**config.mk**
```make
export PLATFORM = sky130hd
export DESIGN_NAME = status_event_summary
export DESIGN_NICKNAME = d
export VERILOG_FILES = /design/src/rtl/status_event_summary.v /design/src/rtl/event_latch.v
export VERILOG_INCLUDE_DIRS = /design/src /design/src/rtl
export SDC_FILE = /design/constraint.sdc
export NUM_CORES = 1
export LEC_CHECK = 0
export BUFFER_PORTS_ARGS = -buffer_cell sky130_fd_sc_hd__clkbuf_2
export CORE_MARGIN = 4
export CORE_UTILIZATION = 30
export CTS_BUF_LIST = sky130_fd_sc_hd__clkbuf_4 sky130_fd_sc_hd__clkbuf_8
export CTS_CLUSTER_SIZE = 30
export DETAILED_ROUTE_END_ITERATION = 7
export PLACE_DENSITY = 0.53
export SETUP_SLACK_MARGIN = 0.2
export SKIP_CTS_REPAIR_TIMING = 1
export SLEW_MARGIN = 0
export SYNTH_ARGS = -nofsm -noshare
export SYNTH_HDL_FRONTEND = slang
export SYNTH_SLANG_ARGS = --single-unit
```
**constraint.sdc**
```tcl
create_clock -name clk_i -period 1.75 [get_ports clk_i]
set_input_delay 0.2625 -clock clk_i [delete_from_list [all_inputs] [get_ports clk_i]]
set_output_delay 0.2625 -clock clk_i [all_outputs]
set_load 0.02 [all_outputs]
```
**src/rtl/status_event_summary_regs.vh**
```
// Register offsets, field positions and reset values for the status summary register group.
// Included by the register group only; the event latch does not use it; definitions only.
`ifndef STATUS_EVENT_SUMMARY_REGS_VH
`define STATUS_EVENT_SUMMARY_REGS_VH
`define SES_ADDR_MEAS_COND 8'h00
`define SES_ADDR_OPER_EVENT 8'h04
`define SES_ADDR_OPER_ENABLE 8'h08
`define SES_ADDR_OINST_EVENT 8'h0c
`define SES_ADDR_OINST_ENABLE 8'h10
`define SES_ADDR_IRQ_STATUS 8'h14
`define SES_ADDR_IRQ_MASK 8'h18
`define SES_ADDR_STATUS_BYTE 8'h1c
`define SES_INSTRUMENT_SUMMARY_BIT_BIT 13
`define SES_ENABLE_RESET 16'h0000
`define SES_IRQ_OSB_BIT 0
`define SES_IRQ_INSTRUMENT_SUMMARY_BIT_BIT 1
`define SES_IRQ_WIDTH 2
`define SES_STB_OSB_BIT 7
`endif

```
**src/rtl/status_event_summary.v**
```verilog
// Status summary register group on classic Wishbone: condition, event and enable registers.
// Assumes a 32-bit Wishbone master on clk_i; text parsing happens in host software.
// Overview of operation
// A read of the measurement summary condition register returns its live value; writes are ignored.
// That condition value uses the same bit layout as the measurement summary event register.
// Reading the operation event register returns it and then clears all its bits except those that rise in the clearing cycle.
// Event values read out as the plain binary-weighted sum of set bits.
// The operation enable register is read/write, resets to zero and is not kept anywhere.
// The operation summary bit is set while any event bit and its enable bit are both set.
// Host software converts #b, #h or decimal text to a binary word before writing.
// The instrument summary bit of the operation event register latches when an instrument event meets its enable.
// Event bits latch on their source and stay set until read and cleared.
//
// The register offsets and the Wishbone interface to the registers were decided locally.
`timescale 1ns/1ps
`default_nettype none
`include "status_event_summary_regs.vh"
module status_event_summary #(
   parameter WIDTH = 16
) (
   input wire clk_i,
   input wire rst_i,
   input wire cyc_i,
   input wire stb_i,
   input wire we_i,
   input wire [7:0] adr_i,
   input wire [3:0] sel_i,
   input wire [31:0] dat_i,
   output reg [31:0] dat_o,
   output reg ack_o,
   output wire err_o,
   input wire [WIDTH-1:0] meas_cond_i,
   input wire [WIDTH-1:0] oper_cond_i,
   input wire [WIDTH-1:0] oinst_cond_i,
   output wire operation_summary_bit_o,
   output wire irq_o
);
   reg [WIDTH-1:0] oper_enable_reg;
   reg [WIDTH-1:0] oinst_enable_reg;
   reg [`SES_IRQ_WIDTH-1:0] irq_status_reg;
   reg [`SES_IRQ_WIDTH-1:0] irq_mask_reg;
   reg instrument_summary_bit_prev_reg;
   reg osb_prev_reg;
   wire [WIDTH-1:0] oper_event;
   wire [WIDTH-1:0] oinst_event;
   wire [WIDTH-1:0] oper_src;
   wire instrument_summary_bit;
   wire req;
   wire rd;
   wire wr;
   wire [`SES_IRQ_WIDTH-1:0] irq_set;
   reg [31:0] rdata;
   reg mapped;
   wire [WIDTH-1:0] instrument_summary_bit_vec;
   wire [WIDTH-1:0] oper_enabled;
   wire [WIDTH-1:0] oinst_enabled;
   wire [WIDTH-1:0] oper_enable_next;
   wire [WIDTH-1:0] oinst_enable_next;
   wire [`SES_IRQ_WIDTH-1:0] irq_status_next;
   wire [`SES_IRQ_WIDTH-1:0] irq_mask_next;
   wire rd_oper_event;
   wire rd_oinst_event;
   wire wr_oper_enable;
   wire wr_oinst_enable;
   wire wr_irq_mask;
   wire wr_irq_status;

   function [31:0] widen;
      input [WIDTH-1:0] v;
      begin
         widen = 32'h00000000;
         widen[WIDTH-1:0] = v;
      end
   endfunction

   function [WIDTH-1:0] merge;
      input [WIDTH-1:0] old;
      input [31:0] d;
      input [3:0] s;
      reg [31:0] t;
      begin
         t = widen(old);
         if (s[0])
            t[7:0] = d[7:0];
         if (s[1])
            t[15:8] = d[15:8];
         if (s[2])
            t[23:16] = d[23:16];
         if (s[3])
            t[31:24] = d[31:24];
         merge = t[WIDTH-1:0];
      end
   endfunction

   function addr_hit;
      input [7:0] a;
      input [7:0] target;
      begin
         addr_hit = (a == target);
      end
   endfunction

   function [`SES_IRQ_WIDTH-1:0] clear_set;
      input [`SES_IRQ_WIDTH-1:0] cur;
      input [`SES_IRQ_WIDTH-1:0] clr;
      input [`SES_IRQ_WIDTH-1:0] evt;
      begin
         // Set beats write-one-to-clear
         clear_set = (cur & ~clr) | evt;
      end
   endfunction

   // Single-cycle answer; ack drops the cycle after it is given
   assign req = cyc_i & stb_i & ~ack_o;
   assign rd = req & ~we_i;
   assign wr = req & we_i;
   assign err_o = 1'b0;

   assign rd_oper_event = rd & addr_hit(adr_i, `SES_ADDR_OPER_EVENT);
   assign rd_oinst_event = rd & addr_hit(adr_i, `SES_ADDR_OINST_EVENT);
   assign wr_oper_enable = wr & addr_hit(adr_i, `SES_ADDR_OPER_ENABLE);
   assign wr_oinst_enable = wr & addr_hit(adr_i, `SES_ADDR_OINST_ENABLE);
   // Mask and status live in byte lane zero only
   assign wr_irq_mask = wr & addr_hit(adr_i, `SES_ADDR_IRQ_MASK) & sel_i[0];
   assign wr_irq_status = wr & addr_hit(adr_i, `SES_ADDR_IRQ_STATUS) & sel_i[0];

   // Condition register has no write path
   assign oper_enable_next = wr_oper_enable ?
      merge(oper_enable_reg, dat_i, sel_i) : oper_enable_reg;
   assign oinst_enable_next = wr_oinst_enable ?
      merge(oinst_enable_reg, dat_i, sel_i) : oinst_enable_reg;
   assign irq_mask_next = wr_irq_mask ? dat_i[`SES_IRQ_WIDTH-1:0] : irq_mask_reg;
   assign irq_status_next = clear_set(irq_status_reg,
      wr_irq_status ? dat_i[`SES_IRQ_WIDTH-1:0] : {`SES_IRQ_WIDTH{1'b0}}, irq_set);

   assign oinst_enabled = oinst_event & oinst_enable_reg;
   assign instrument_summary_bit = |oinst_enabled;
   // Instrument summary joins the operation sources as one more rising edge
   assign instrument_summary_bit_vec = {{(WIDTH-1){1'b0}}, instrument_summary_bit} << `SES_INSTRUMENT_SUMMARY_BIT_BIT;
   assign oper_src = oper_cond_i | instrument_summary_bit_vec;
   assign oper_enabled = oper_event & oper_enable_reg;
   assign operation_summary_bit_o = |oper_enabled;

   event_latch #(.WIDTH(WIDTH)) u_oper (
      .clk_i(clk_i),
      .rst_i(rst_i),
      .cond_i(oper_src),
      .clear_i(rd_oper_event),
      .event_o(oper_event)
   );

   event_latch #(.WIDTH(WIDTH)) u_oinst (
      .clk_i(clk_i),
      .rst_i(rst_i),
      .cond_i(oinst_cond_i),
      .clear_i(rd_oinst_event),
      .event_o(oinst_event)
   );

   assign irq_set[`SES_IRQ_OSB_BIT] = operation_summary_bit_o & ~osb_prev_reg;
   assign irq_set[`SES_IRQ_INSTRUMENT_SUMMARY_BIT_BIT] = instrument_summary_bit & ~instrument_summary_bit_prev_reg;
   assign irq_o = |(irq_status_reg & irq_mask_reg);

   always @*
   begin
      rdata = 32'h00000000;
      mapped = 1'b1;
      case (adr_i)
         `SES_ADDR_MEAS_COND: rdata = widen(meas_cond_i);
         `SES_ADDR_OPER_EVENT: rdata = widen(oper_event);
         `SES_ADDR_OPER_ENABLE: rdata = widen(oper_enable_reg);
         `SES_ADDR_OINST_EVENT: rdata = widen(oinst_event);
         `SES_ADDR_OINST_ENABLE: rdata = widen(oinst_enable_reg);
         `SES_ADDR_IRQ_STATUS: rdata[`SES_IRQ_WIDTH-1:0] = irq_status_reg;
         `SES_ADDR_IRQ_MASK: rdata[`SES_IRQ_WIDTH-1:0] = irq_mask_reg;
         `SES_ADDR_STATUS_BYTE: rdata[`SES_STB_OSB_BIT] = operation_summary_bit_o;
         default: mapped = 1'b0;
      endcase
   end

   always @(posedge clk_i)
   begin
      if (rst_i)
      begin
         ack_o <= 1'b0;
         dat_o <= 32'h00000000;
      end
      else
      begin
         ack_o <= req;
         // Unmapped reads return zero, unmapped writes are dropped
         if (rd)
            dat_o <= mapped ? rdata : 32'h00000000;
      end
   end

   // Enables come back to zero on every reset; nothing keeps them
   always @(posedge clk_i)
   begin
      if (rst_i)
      begin
         oper_enable_reg <= `SES_ENABLE_RESET;
         oinst_enable_reg <= `SES_ENABLE_RESET;
      end
      else
      begin
         oper_enable_reg <= oper_enable_next;
         oinst_enable_reg <= oinst_enable_next;
      end
   end

   // Status records rising summary levels, not the levels themselves
   always @(posedge clk_i)
   begin
      if (rst_i)
      begin
         irq_status_reg <= {`SES_IRQ_WIDTH{1'b0}};
         irq_mask_reg <= {`SES_IRQ_WIDTH{1'b0}};
         instrument_summary_bit_prev_reg <= 1'b0;
         osb_prev_reg <= 1'b0;
      end
      else
      begin
         irq_status_reg <= irq_status_next;
         irq_mask_reg <= irq_mask_next;
         instrument_summary_bit_prev_reg <= instrument_summary_bit;
         osb_prev_reg <= operation_summary_bit_o;
      end
   end
endmodule
`default_nettype wire

```
**src/rtl/event_latch.v**
```verilog
// Sticky event register: bits latch on a rising source, cleared by a read.
// Assumes sources synchronous to clk_i; a clear pulse comes from the bus read.
`timescale 1ns/1ps
`default_nettype none
module event_latch #(
   parameter WIDTH = 16
) (
   input wire clk_i,
   input wire rst_i,
   input wire [WIDTH-1:0] cond_i,
   input wire clear_i,
   output wire [WIDTH-1:0] event_o
);
   reg [WIDTH-1:0] cond_reg;
   reg [WIDTH-1:0] event_reg;
   wire [WIDTH-1:0] rise;
   assign rise = cond_i & ~cond_reg;
   assign event_o = event_reg;
   always @(posedge clk_i)
   begin
      if (rst_i)
      begin
         cond_reg <= {WIDTH{1'b0}};
         event_reg <= {WIDTH{1'b0}};
      end
      else
      begin
         cond_reg <= cond_i;
         // New edge wins over the read clear so no event is lost
         event_reg <= (clear_i ? {WIDTH{1'b0}} : event_reg) | rise;
      end
   end
endmodule
`default_nettype wire

```
# Word-level counts from Yosys, hierarchy flattened
# Index checks and enable logic that the tools add are counted.
# word_totals
regBits,135
romBits,0
latchBits,0
mem_count,0
ram_bits,0
# classes
n_addsub,0
shifts,0
muxes,9
magnitude_cmp,0
reduce_logical,9
n_mul,0
bitwise,31
eq_ne,7
n_div,0
# ops
operator,n
$and 16x16->16,4
$pmux 8 s5,1
$eq 8x5->1 const B,4
$mux 16,2
$mux 32,1
$not 16->16,2
$or 16x16->16,2
$reduce_or 16->1,2
$pmux 5 s5,1
$eq 8x4->1 const B,2
$or 16x14->16,1
$and 1x1->1,14
$pmux 2 s7,1
$eq 8x3->1 const B,1
$logic_not 8->1,1
$reduce_and 2->1,4
$reduce_or 8->1,1
$pmux 1 s6,1
$and 2x2->2,2
$not 1->1,4
$mux 2,1
$not 2->2,1
$or 2x2->2,1
$reduce_or 2->1,1
$mux 1,1

# Depth between registers and ports, before layout
# Gate-level depths: netlist (run 1).
# logic_depth
word_depth,9
ltp_mapped,8
ltp_nobuf,5

# By module
# From an unflattened synthesis (run 1), not the netlist that was laid out.
# unflattened
hier_cells,521
area_unflattened_um2,5078.6
# modules_own_cells
mod,cells_per_inst,instances,seq_area_each_um2,area_each_um2
status_event_summary,321,1,1101.1,2941.6
event_latch,100,2,640.6,1068.5

# Worst setup path before layout (run 1)
# OpenSTA, ideal clock, no wires.
# synth_path
kind,reg-to-reg
start,register ack_o
end,register oper_enable_reg[15]
path_stages_with_launch,6
path_slack_ns,0.111
period_less_slack_ns,1.639
arrival_time_ns,1.512
t_required_ns,1.622
path_cell_list,dfxtp_1 and3b_1 nand3_1 nor3_4 mux2i_1 nor2_1
# synth_via
elab_chain_cells,5
# synth_rtl
item,line,source
from (decl),status_event_summary.v:30,"output reg ack_o,"
from (signal assigned),status_event_summary.v:190,ack_o <= req;
$not 1->1,status_event_summary.v:114,assign req = cyc_i & stb_i & ~ack_o;
$and 1x1->1,status_event_summary.v:114,
$and 1x1->1,status_event_summary.v:116,assign wr = req & we_i;
$and 1x1->1,status_event_summary.v:121,"assign wr_oper_enable = wr & addr_hit(adr_i, `SES_ADDR_OPER_ENABLE);"
$reduce_and 2->1 (no line),--,
to (signal assigned),status_event_summary.v:202,oper_enable_reg <= `SES_ENABLE_RESET;
to (signal assigned),status_event_summary.v:207,oper_enable_reg <= oper_enable_next;
to (decl),status_event_summary.v:38,reg [WIDTH-1:0] oper_enable_reg;
# No other way between the ends.
# A chain may end at the register's enable or synchronous reset.

# Final worst setup path (run 1)
# layout_path
start,register oper_enable_reg[10]
end,output port operation_summary_bit_o
# layout_via
elab_chain_cells,2
# layout_rtl
item,line,source
$and 16x16->16,status_event_summary.v:141,assign oper_enabled = oper_event & oper_enable_reg;
$reduce_or 16->1,status_event_summary.v:142,assign operation_summary_bit_o = |oper_enabled;
to (decl),status_event_summary.v:35,"output wire operation_summary_bit_o,"
# No other way between the ends.

==> results.py, run 1 <==
metrics = {
    "route": {
        "vias_per_cell": 4.906,
        "vias": 4420,
        "remaining_drc_errors": 0,
        "met1Wirelength_mm": 7.317,
        "top_layer": "met4",
        "routed_wl_mm": 16.43,
        "ant_nets": 0,
        "routedWlPerCell_um": 18.23,
        "dr.pass1.iters": 5,
        "wl_met2_mm": 7.893,
        "met3_length_um": 885,
        "first_iter_violations": 292,
    },
    "critical_path": {
        "crit_arrival_ns": 1.71,
        "worstPathMaxFanout": 3,
        "path_delay_family": "compound AO/OA/AOI/OAI gates",
        "slowest_delay_ns": 0.33,
        "slowest_stage": "dfxtp_2",
        "startpoint_type": "flip-flop",
        "r2r.worst_path.cells": 7,
        "critical_path_class": "flip-flop to primary output",
        "end_kind": "primary output",
        "crit_buf_inv": 2,
        "crit_required_ns": 1.49,
        "cp_cell_sequence": "a22o_1 > a221oi_2 > and4_4 > inv_2 > buf_6",
        "critical_path_depth": 5,
    },
    "grt": {
        "grt_pass1_wl_mm": 24.35,
        "grt.total_usage_pct": 17.56,
        "grt_start_max_net_pins": 63,
        "antenna_found_initial": 0,
        "overflow": 0,
        "grt_pass1_vias": 4389,
    },
    "sta": {
        "maxSlewHeadroom_pct": 42.42,
        "final-setup-viol-count": 1,
        "hold_viol": 0,
        "grt_setup_unrepaired": "yes",
        "fmax_mhz": 506.1,
        "finalWorstSetupSlack_ns": -0.2258,
        "skew_ns": 0.01481,
        "holdWs_ns": 0.06029,
        "finalCritPeriodShare_pct": 112.9,
        "tightest_slew_ns": 0.8604,
        "maxSlewViolCount": 0,
        "post-route-min-period_ns": 1.976,
    },
    "logic_synthesis": {
        "synth.ff_latch_count": 119,
        "syn_area_sq_um": 4954,
        "yosys.cell_types.count": 46,
        "synth_area_leader_cell": "dfxtp_1",
        "yosysSeqAreaShare_pct": 48.09,
        "netlist.area_leader.share_pct": 48.09,
        "synth_most_common_cell": "dfxtp_1",
        "async_flop_share_pct": 0,
        "yosysWarnings": 0,
        "netlist_top_cells_count": "dfxtp_1 (119), nor2_1 (50), a22o_1 (41), inv_1 (41), nor2b_1 (36)",
        "yosys_most_used_dff": "dfxtp_1",
        "syn_inst": 524,
        "synth_edf_count": 0,
        "avgSynthCellArea_sq_um": 9.453,
        "synth_area_leaders": "dfxtp_1 (48%), a22o_1 (7.2%), nor2b_1 (4.5%), mux2i_1 (4.0%), nor2_1 (3.8%)",
    },
    "placed_design": {
        "port_buffers": 97,
        "dp_hpwl_mm": 12.31,
        "dp.cells": 857,
        "place_congestion": 0.8905,
        "placed_area_sq_um": 5939,
    },
    "status": {
        "violations": "negative setup slack",
        "status": "complete, but fails checks",
    },
    "floorplanning": {
        "rows": 46,
        "die_x_um": 136.5,
        "io_pins": 133,
        "fp.dieArea_sq_um": 18630,
        "core_sq_um": 16060,
        "die_h_um": 136.5,
        "start_util_pct": 30.85,
    },
    "clocking": {
        "cts_made_buffers": 17,
        "cts-root-buf": "clkbuf_8",
        "cts_tree": "built",
        "clock_latency_ns": 0.44,
        "clk_path_buf_depth": 2,
        "clk_pin_slew_ns": 0.08,
        "cts_num_sinks": 119,
        "htreeDepth": 4,
    },
    "final_layout": {
        "area_delta_synth_final_pct": 37.18,
        "fillers": 1622,
        "drive_gt1_share_pct": 38.54,
        "finalNonFillerCells": 901,
        "seq_area_sq_um": 2399,
        "num-nets-final": 770,
        "fin_util_pct": 42.32,
        "n_antenna_cell": 0,
        "fin_area_sq_um": 6795,
        "multiInputGateArea_sq_um": 2462,
    },
    "power_and_ir_drop": {
        "p_leak_uw": 0.002817,
        "ir_worst_vdd_uv": 474.6,
        "p_total_uw": 6246,
        "p_per_area_nw_per_um2": 919.2,
    },
    "job": {
        "cap_violations": 0,
    },
    "min_path": {
        "whs_path_depth": 3,
        "hp-class": "input pin to flip-flop",
    },
}
## through the flow
step	TNS, ns	setup WS [ns]
detailed placement	-1.710	-0.07706
global placement	-0.6576	-0.04244
floorplan	0	0.2045
global route	-0.3126	-0.3126
CTS	-0.4426	-0.4426
finish	-0.2258	-0.2258
## kinds of logic (layout without fill, tap and decap cells)
family                 count (synthesis)  count (layout)  share of synthesized area (%)
and+or+nand+nor                      139             139                          14.70
muxes                                 36              36                          7.906
other                                  1              17                        0.07570
AOI/OAI and AO/OA                    145             145                          21.12
buffers and inverters                 84             229                          8.108
DFF                                  119             119                          48.09
## layout make-up
class | instances | share of cell area, %
multi-input combinational | 337 | 36.24
timing repair buffer | 157 | 16.13
clock inverter | 8 | 1.804
clock buffer | 23 | 4.290
tap | 216 | 3.977
sequential | 119 | 35.30
inverter | 41 | 2.265
## path summary, 6_finish.rpt
path	startpoint	endpoint	slack, ns
worst max register to register	ack_o$_SDFF_PP0_	u_oper.event_o[4]$_SDFF_PP0_	0.18
worst min register to register	instrument_summary_bit_prev_reg$_SDFF_PP0_	irq_status_reg[1]$_SDFF_PP0_	0.40
worst max-delay path	oper_enable_reg[10]$_SDFFE_PP0P_	operation_summary_bit_o	-0.23
worst min-delay path	dat_i[15]	oinst_enable_reg[15]$_SDFFE_PP0P_	0.06
## tightest hold or removal path, stage by stage
cell and delay [ns]:
clkbuf_2 0.09, nand2_1 0.05, a21oi_1 0.05
## routing by layer
metal  up-vias  GRT usage [%]
li1       2130              -
met4         0          6.775
met1      2128          22.51
met2       139          28.59
met5         -              0
met3        23          4.191
## layout by cell type (no fill, tap or decap), types with 3 or more instances in the layout
cell and count:
dfxtp_1 106, clkbuf_2 95, nor2_1 46, buf_4 45, a22o_1 41, inv_1 40
nor2b_1 35, nand2_1 21, a22oi_1 21, clkbuf_8 19, mux2i_1 18, o21ai_0 18
conb_1 17, mux2_2 15, a21oi_1 15, dfxtp_2 13, o22ai_1 10, a221oi_2 7
o21ai_2 7, a211oi_1 6, buf_6 6, buf_12 6, nor2_4 5, nor3_1 5
nor3_2 5, clkbuf_4 4, nor3_4 3, nand3_1 3, o22ai_2 3, bufinv_16 3
clkinv_2 3, clkbuf_16 3
## where the power goes
part,total [uW],switching (uW),internal [uW]
sequential,2950,109,2840
combinational,682,356,326
clock,2620,1080,1540
total,6250,1540,4700
Note: power is estimated with default switching activity, not from simulation.
==> run 2, diff against run 1 <==
--- a/config.mk
+++ b/config.mk
@@ -8,11 +8,12 @@
 export LEC_CHECK = 0
 export BUFFER_PORTS_ARGS = -buffer_cell sky130_fd_sc_hd__clkbuf_2
 export CORE_MARGIN = 4
-export CORE_UTILIZATION = 30
+export CORE_UTILIZATION = 54
 export CTS_BUF_LIST = sky130_fd_sc_hd__clkbuf_4 sky130_fd_sc_hd__clkbuf_8
+export CTS_CLUSTER_DIAMETER = 40
 export CTS_CLUSTER_SIZE = 30
 export DETAILED_ROUTE_END_ITERATION = 7
-export PLACE_DENSITY = 0.53
+export PLACE_DENSITY = 0.85
 export SETUP_SLACK_MARGIN = 0.2
 export SKIP_CTS_REPAIR_TIMING = 1
 export SLEW_MARGIN = 0
==> constraint.sdc (replaced) <==
create_clock -name clk_i -period 1.75 [get_ports clk_i]
set_input_delay 0.0875 -clock clk_i [delete_from_list [all_inputs] [get_ports clk_i]]
set_output_delay 0.0875 -clock clk_i [all_outputs]
set_load 0.02 [all_outputs]
==> results.py, run 2 (synthesis results as in run 1) <==
metrics = {
    "sta": {
        "post-route-min-period_ns": 1.744,
        "maxSlewHeadroom_pct": 34.18,
        "grt_setup_unrepaired": "yes",
        "maxSlewViolCount": 0,
        "finalCritPeriodShare_pct": 99.68,
        "skew_ns": 0.009888,
        "fmax_mhz": 573.3,
        "hold_viol": 0,
        "final-setup-viol-count": 0,
        "finalWorstSetupSlack_ns": 0.005568,
        "tightest_slew_ns": 0.9836,
    },
    "grt": {
        "overflow": 0,
        "grt.total_usage_pct": 26.43,
        "grt_pass1_wl_mm": 22.63,
        "grt_start_max_net_pins": 48,
        "grt_pass1_vias": 4433,
        "antenna_found_initial": 0,
    },
    "floorplanning": {
        "rows": 34,
        "die_h_um": 103.8,
        "fp.dieArea_sq_um": 10770,
        "core_sq_um": 8806,
        "die_x_um": 103.8,
        "start_util_pct": 56.25,
        "io_pins": 133,
    },
    "final_layout": {
        "mostFrequentLayoutCells": "dfxtp_1 (112), clkbuf_2 (95), dlygate4sd3_1 (51)",
        "final_common_cell": "dfxtp_1",
        "drive_gt1_share_pct": 29.08,
        "n_antenna_cell": 0,
        "num-nets-final": 791,
        "area_delta_synth_final_pct": 34.20,
        "fillers": 600,
    },
    "critical_path": {
        "timing.rr.end": "u_oper.event_o[13]$_SDFF_PP0_",
        "critical_path_class": "flip-flop to primary output",
        "cp_cell_sequence": "a22o_1 > a221oi_2 > and4_4 > inv_2 > buf_6",
        "startpoint_type": "flip-flop",
        "r2r.worst_path.cells": 5,
        "r2r_start": "u_oinst.event_o[6]$_SDFF_PP0_",
        "crit_required_ns": 1.66,
        "crit_buf_inv": 2,
        "slowest_stage": "dfxtp_2",
        "rrSetupSlack_ns": 0.20,
        "worstPathMaxFanout": 3,
        "end_kind": "primary output",
        "crit_arrival_ns": 1.66,
        "slowest_delay_ns": 0.33,
        "path_delay_family": "compound AO/OA/AOI/OAI gates",
    },
    "route": {
        "top_layer": "met4",
        "remaining_drc_errors": 0,
        "routedWlPerCell_um": 19.19,
        "vias": 4744,
        "wl_met2_mm": 7.641,
        "ant_nets": 0,
        "met3_length_mm": 1.377,
        "first_iter_violations": 519,
        "dr.pass1.iters": 7,
        "met1Wirelength_mm": 5.886,
        "vias_per_cell": 5.835,
        "routed_wl_mm": 15.60,
    },
    "power_and_ir_drop": {
        "p_leak_uw": 0.002783,
        "p_per_area_nw_per_um2": 900.9,
        "ir_worst_vdd_uv": 498.1,
        "p_total_uw": 5989,
    },
    "clocking": {
        "cts_tree": "built",
        "clock_latency_ns": 0.42,
        "clk_pin_slew_ns": 0.07,
        "cts_made_buffers": 17,
        "cts_num_sinks": 119,
        "cts-root-buf": "clkbuf_8",
        "htreeDepth": 4,
        "clk_path_buf_depth": 2,
    },
    "placed_design": {
        "port_buffers": 97,
        "dp_hpwl_mm": 10.65,
        "place_congestion": 0.9559,
        "post-place-ws_ns": 0.02833,
    },
    "min_path": {
        "hold_path_end": "dat_o[1]$_SDFFE_PP0P_",
        "hp-class": "input pin to flip-flop",
        "whs_path_depth": 4,
        "hp-start": "adr_i[6]",
    },
    "status": {
        "status": "complete, no violations",
    },
    "job": {
        "cap_violations": 0,
    },
}
## run 2: cell types whose count changed in the layout (fill, tap and decap cells not counted), sizes merged
cell,before,now
dlygate4sd3,0,51
clkbuf,121,115
clkinv,5,7
buf,59,32
clkinvlp,0,1
bufinv,3,2
## run 2: cell type report
type	count	area, sq um	share of cell area [%]
Tap cell	108	135.1	2.033
Inverter	41	153.9	2.315
Clock inverter	10	106.4	1.600
Clock buffer	20	262.8	3.953
Multi-Input combinational cell	337	2317	34.86
Timing Repair Buffer	178	1281	19.27
Sequential cell	119	2391	35.97
## run 2: metal layers
layer,vias up,global-route usage [%]
met2,287,44.44
li1,2163,-
met1,2219,31.38
met5,-,0
met3,75,6.841
met4,0,13.01
## run 2: stage by stage
stage	util (%)	cells	hold slack [ns]	setup TNS, ns	cell area [sq um]
after floorplan	-	540	0.2182	0	5029
after global placement	64.21	729	0.3123	0	5654
after detailed placement	64.21	729	0.3374	0	5654
after CTS	68.40	759	-0.1077	-0.1624	6023
after global routing	75.49	813	0.09505	-0.03166	6648
final	75.49	813	0.06827	0	6648
## run 2: worst max-delay path by stage
| stage | start | to | slack (ns) | depth (start not counted) |
|---|---|---|---|---|
| after floorplan | ack_o$_SDFF_PP0_ | oper_enable_reg[15]$_SDFFE_PP0P_ | 0.20 | 5 |
| after global placement | adr_i[4] | u_oper.event_o[14]$_SDFF_PP0_ | 0.12 | 5 |
| after detailed placement | adr_i[5] | u_oinst.event_o[10]$_SDFF_PP0_ | 0.03 | 6 |
| after CTS | u_oper.event_o[10]$_SDFF_PP0_ | operation_summary_bit_o | -0.16 | 5 |
| after global routing | u_oper.event_o[8]$_SDFF_PP0_ | operation_summary_bit_o | -0.03 | 5 |
| final | oper_enable_reg[10]$_SDFFE_PP0P_ | operation_summary_bit_o | 0.006 | 5 |
## run 2: tightest hold or removal path, cell delays in order
cell      delay, ns
clkbuf_2       0.11
nor3_4         0.07
nand4_1        0.10
o21ai_0        0.08
## run 2: where the power goes
part           internal, uW  switching [uW]  total, uW
combinational           331             339        669
clock                  1300            1070       2370
sequential             2840             111       2950
total                  4470            1520       5990
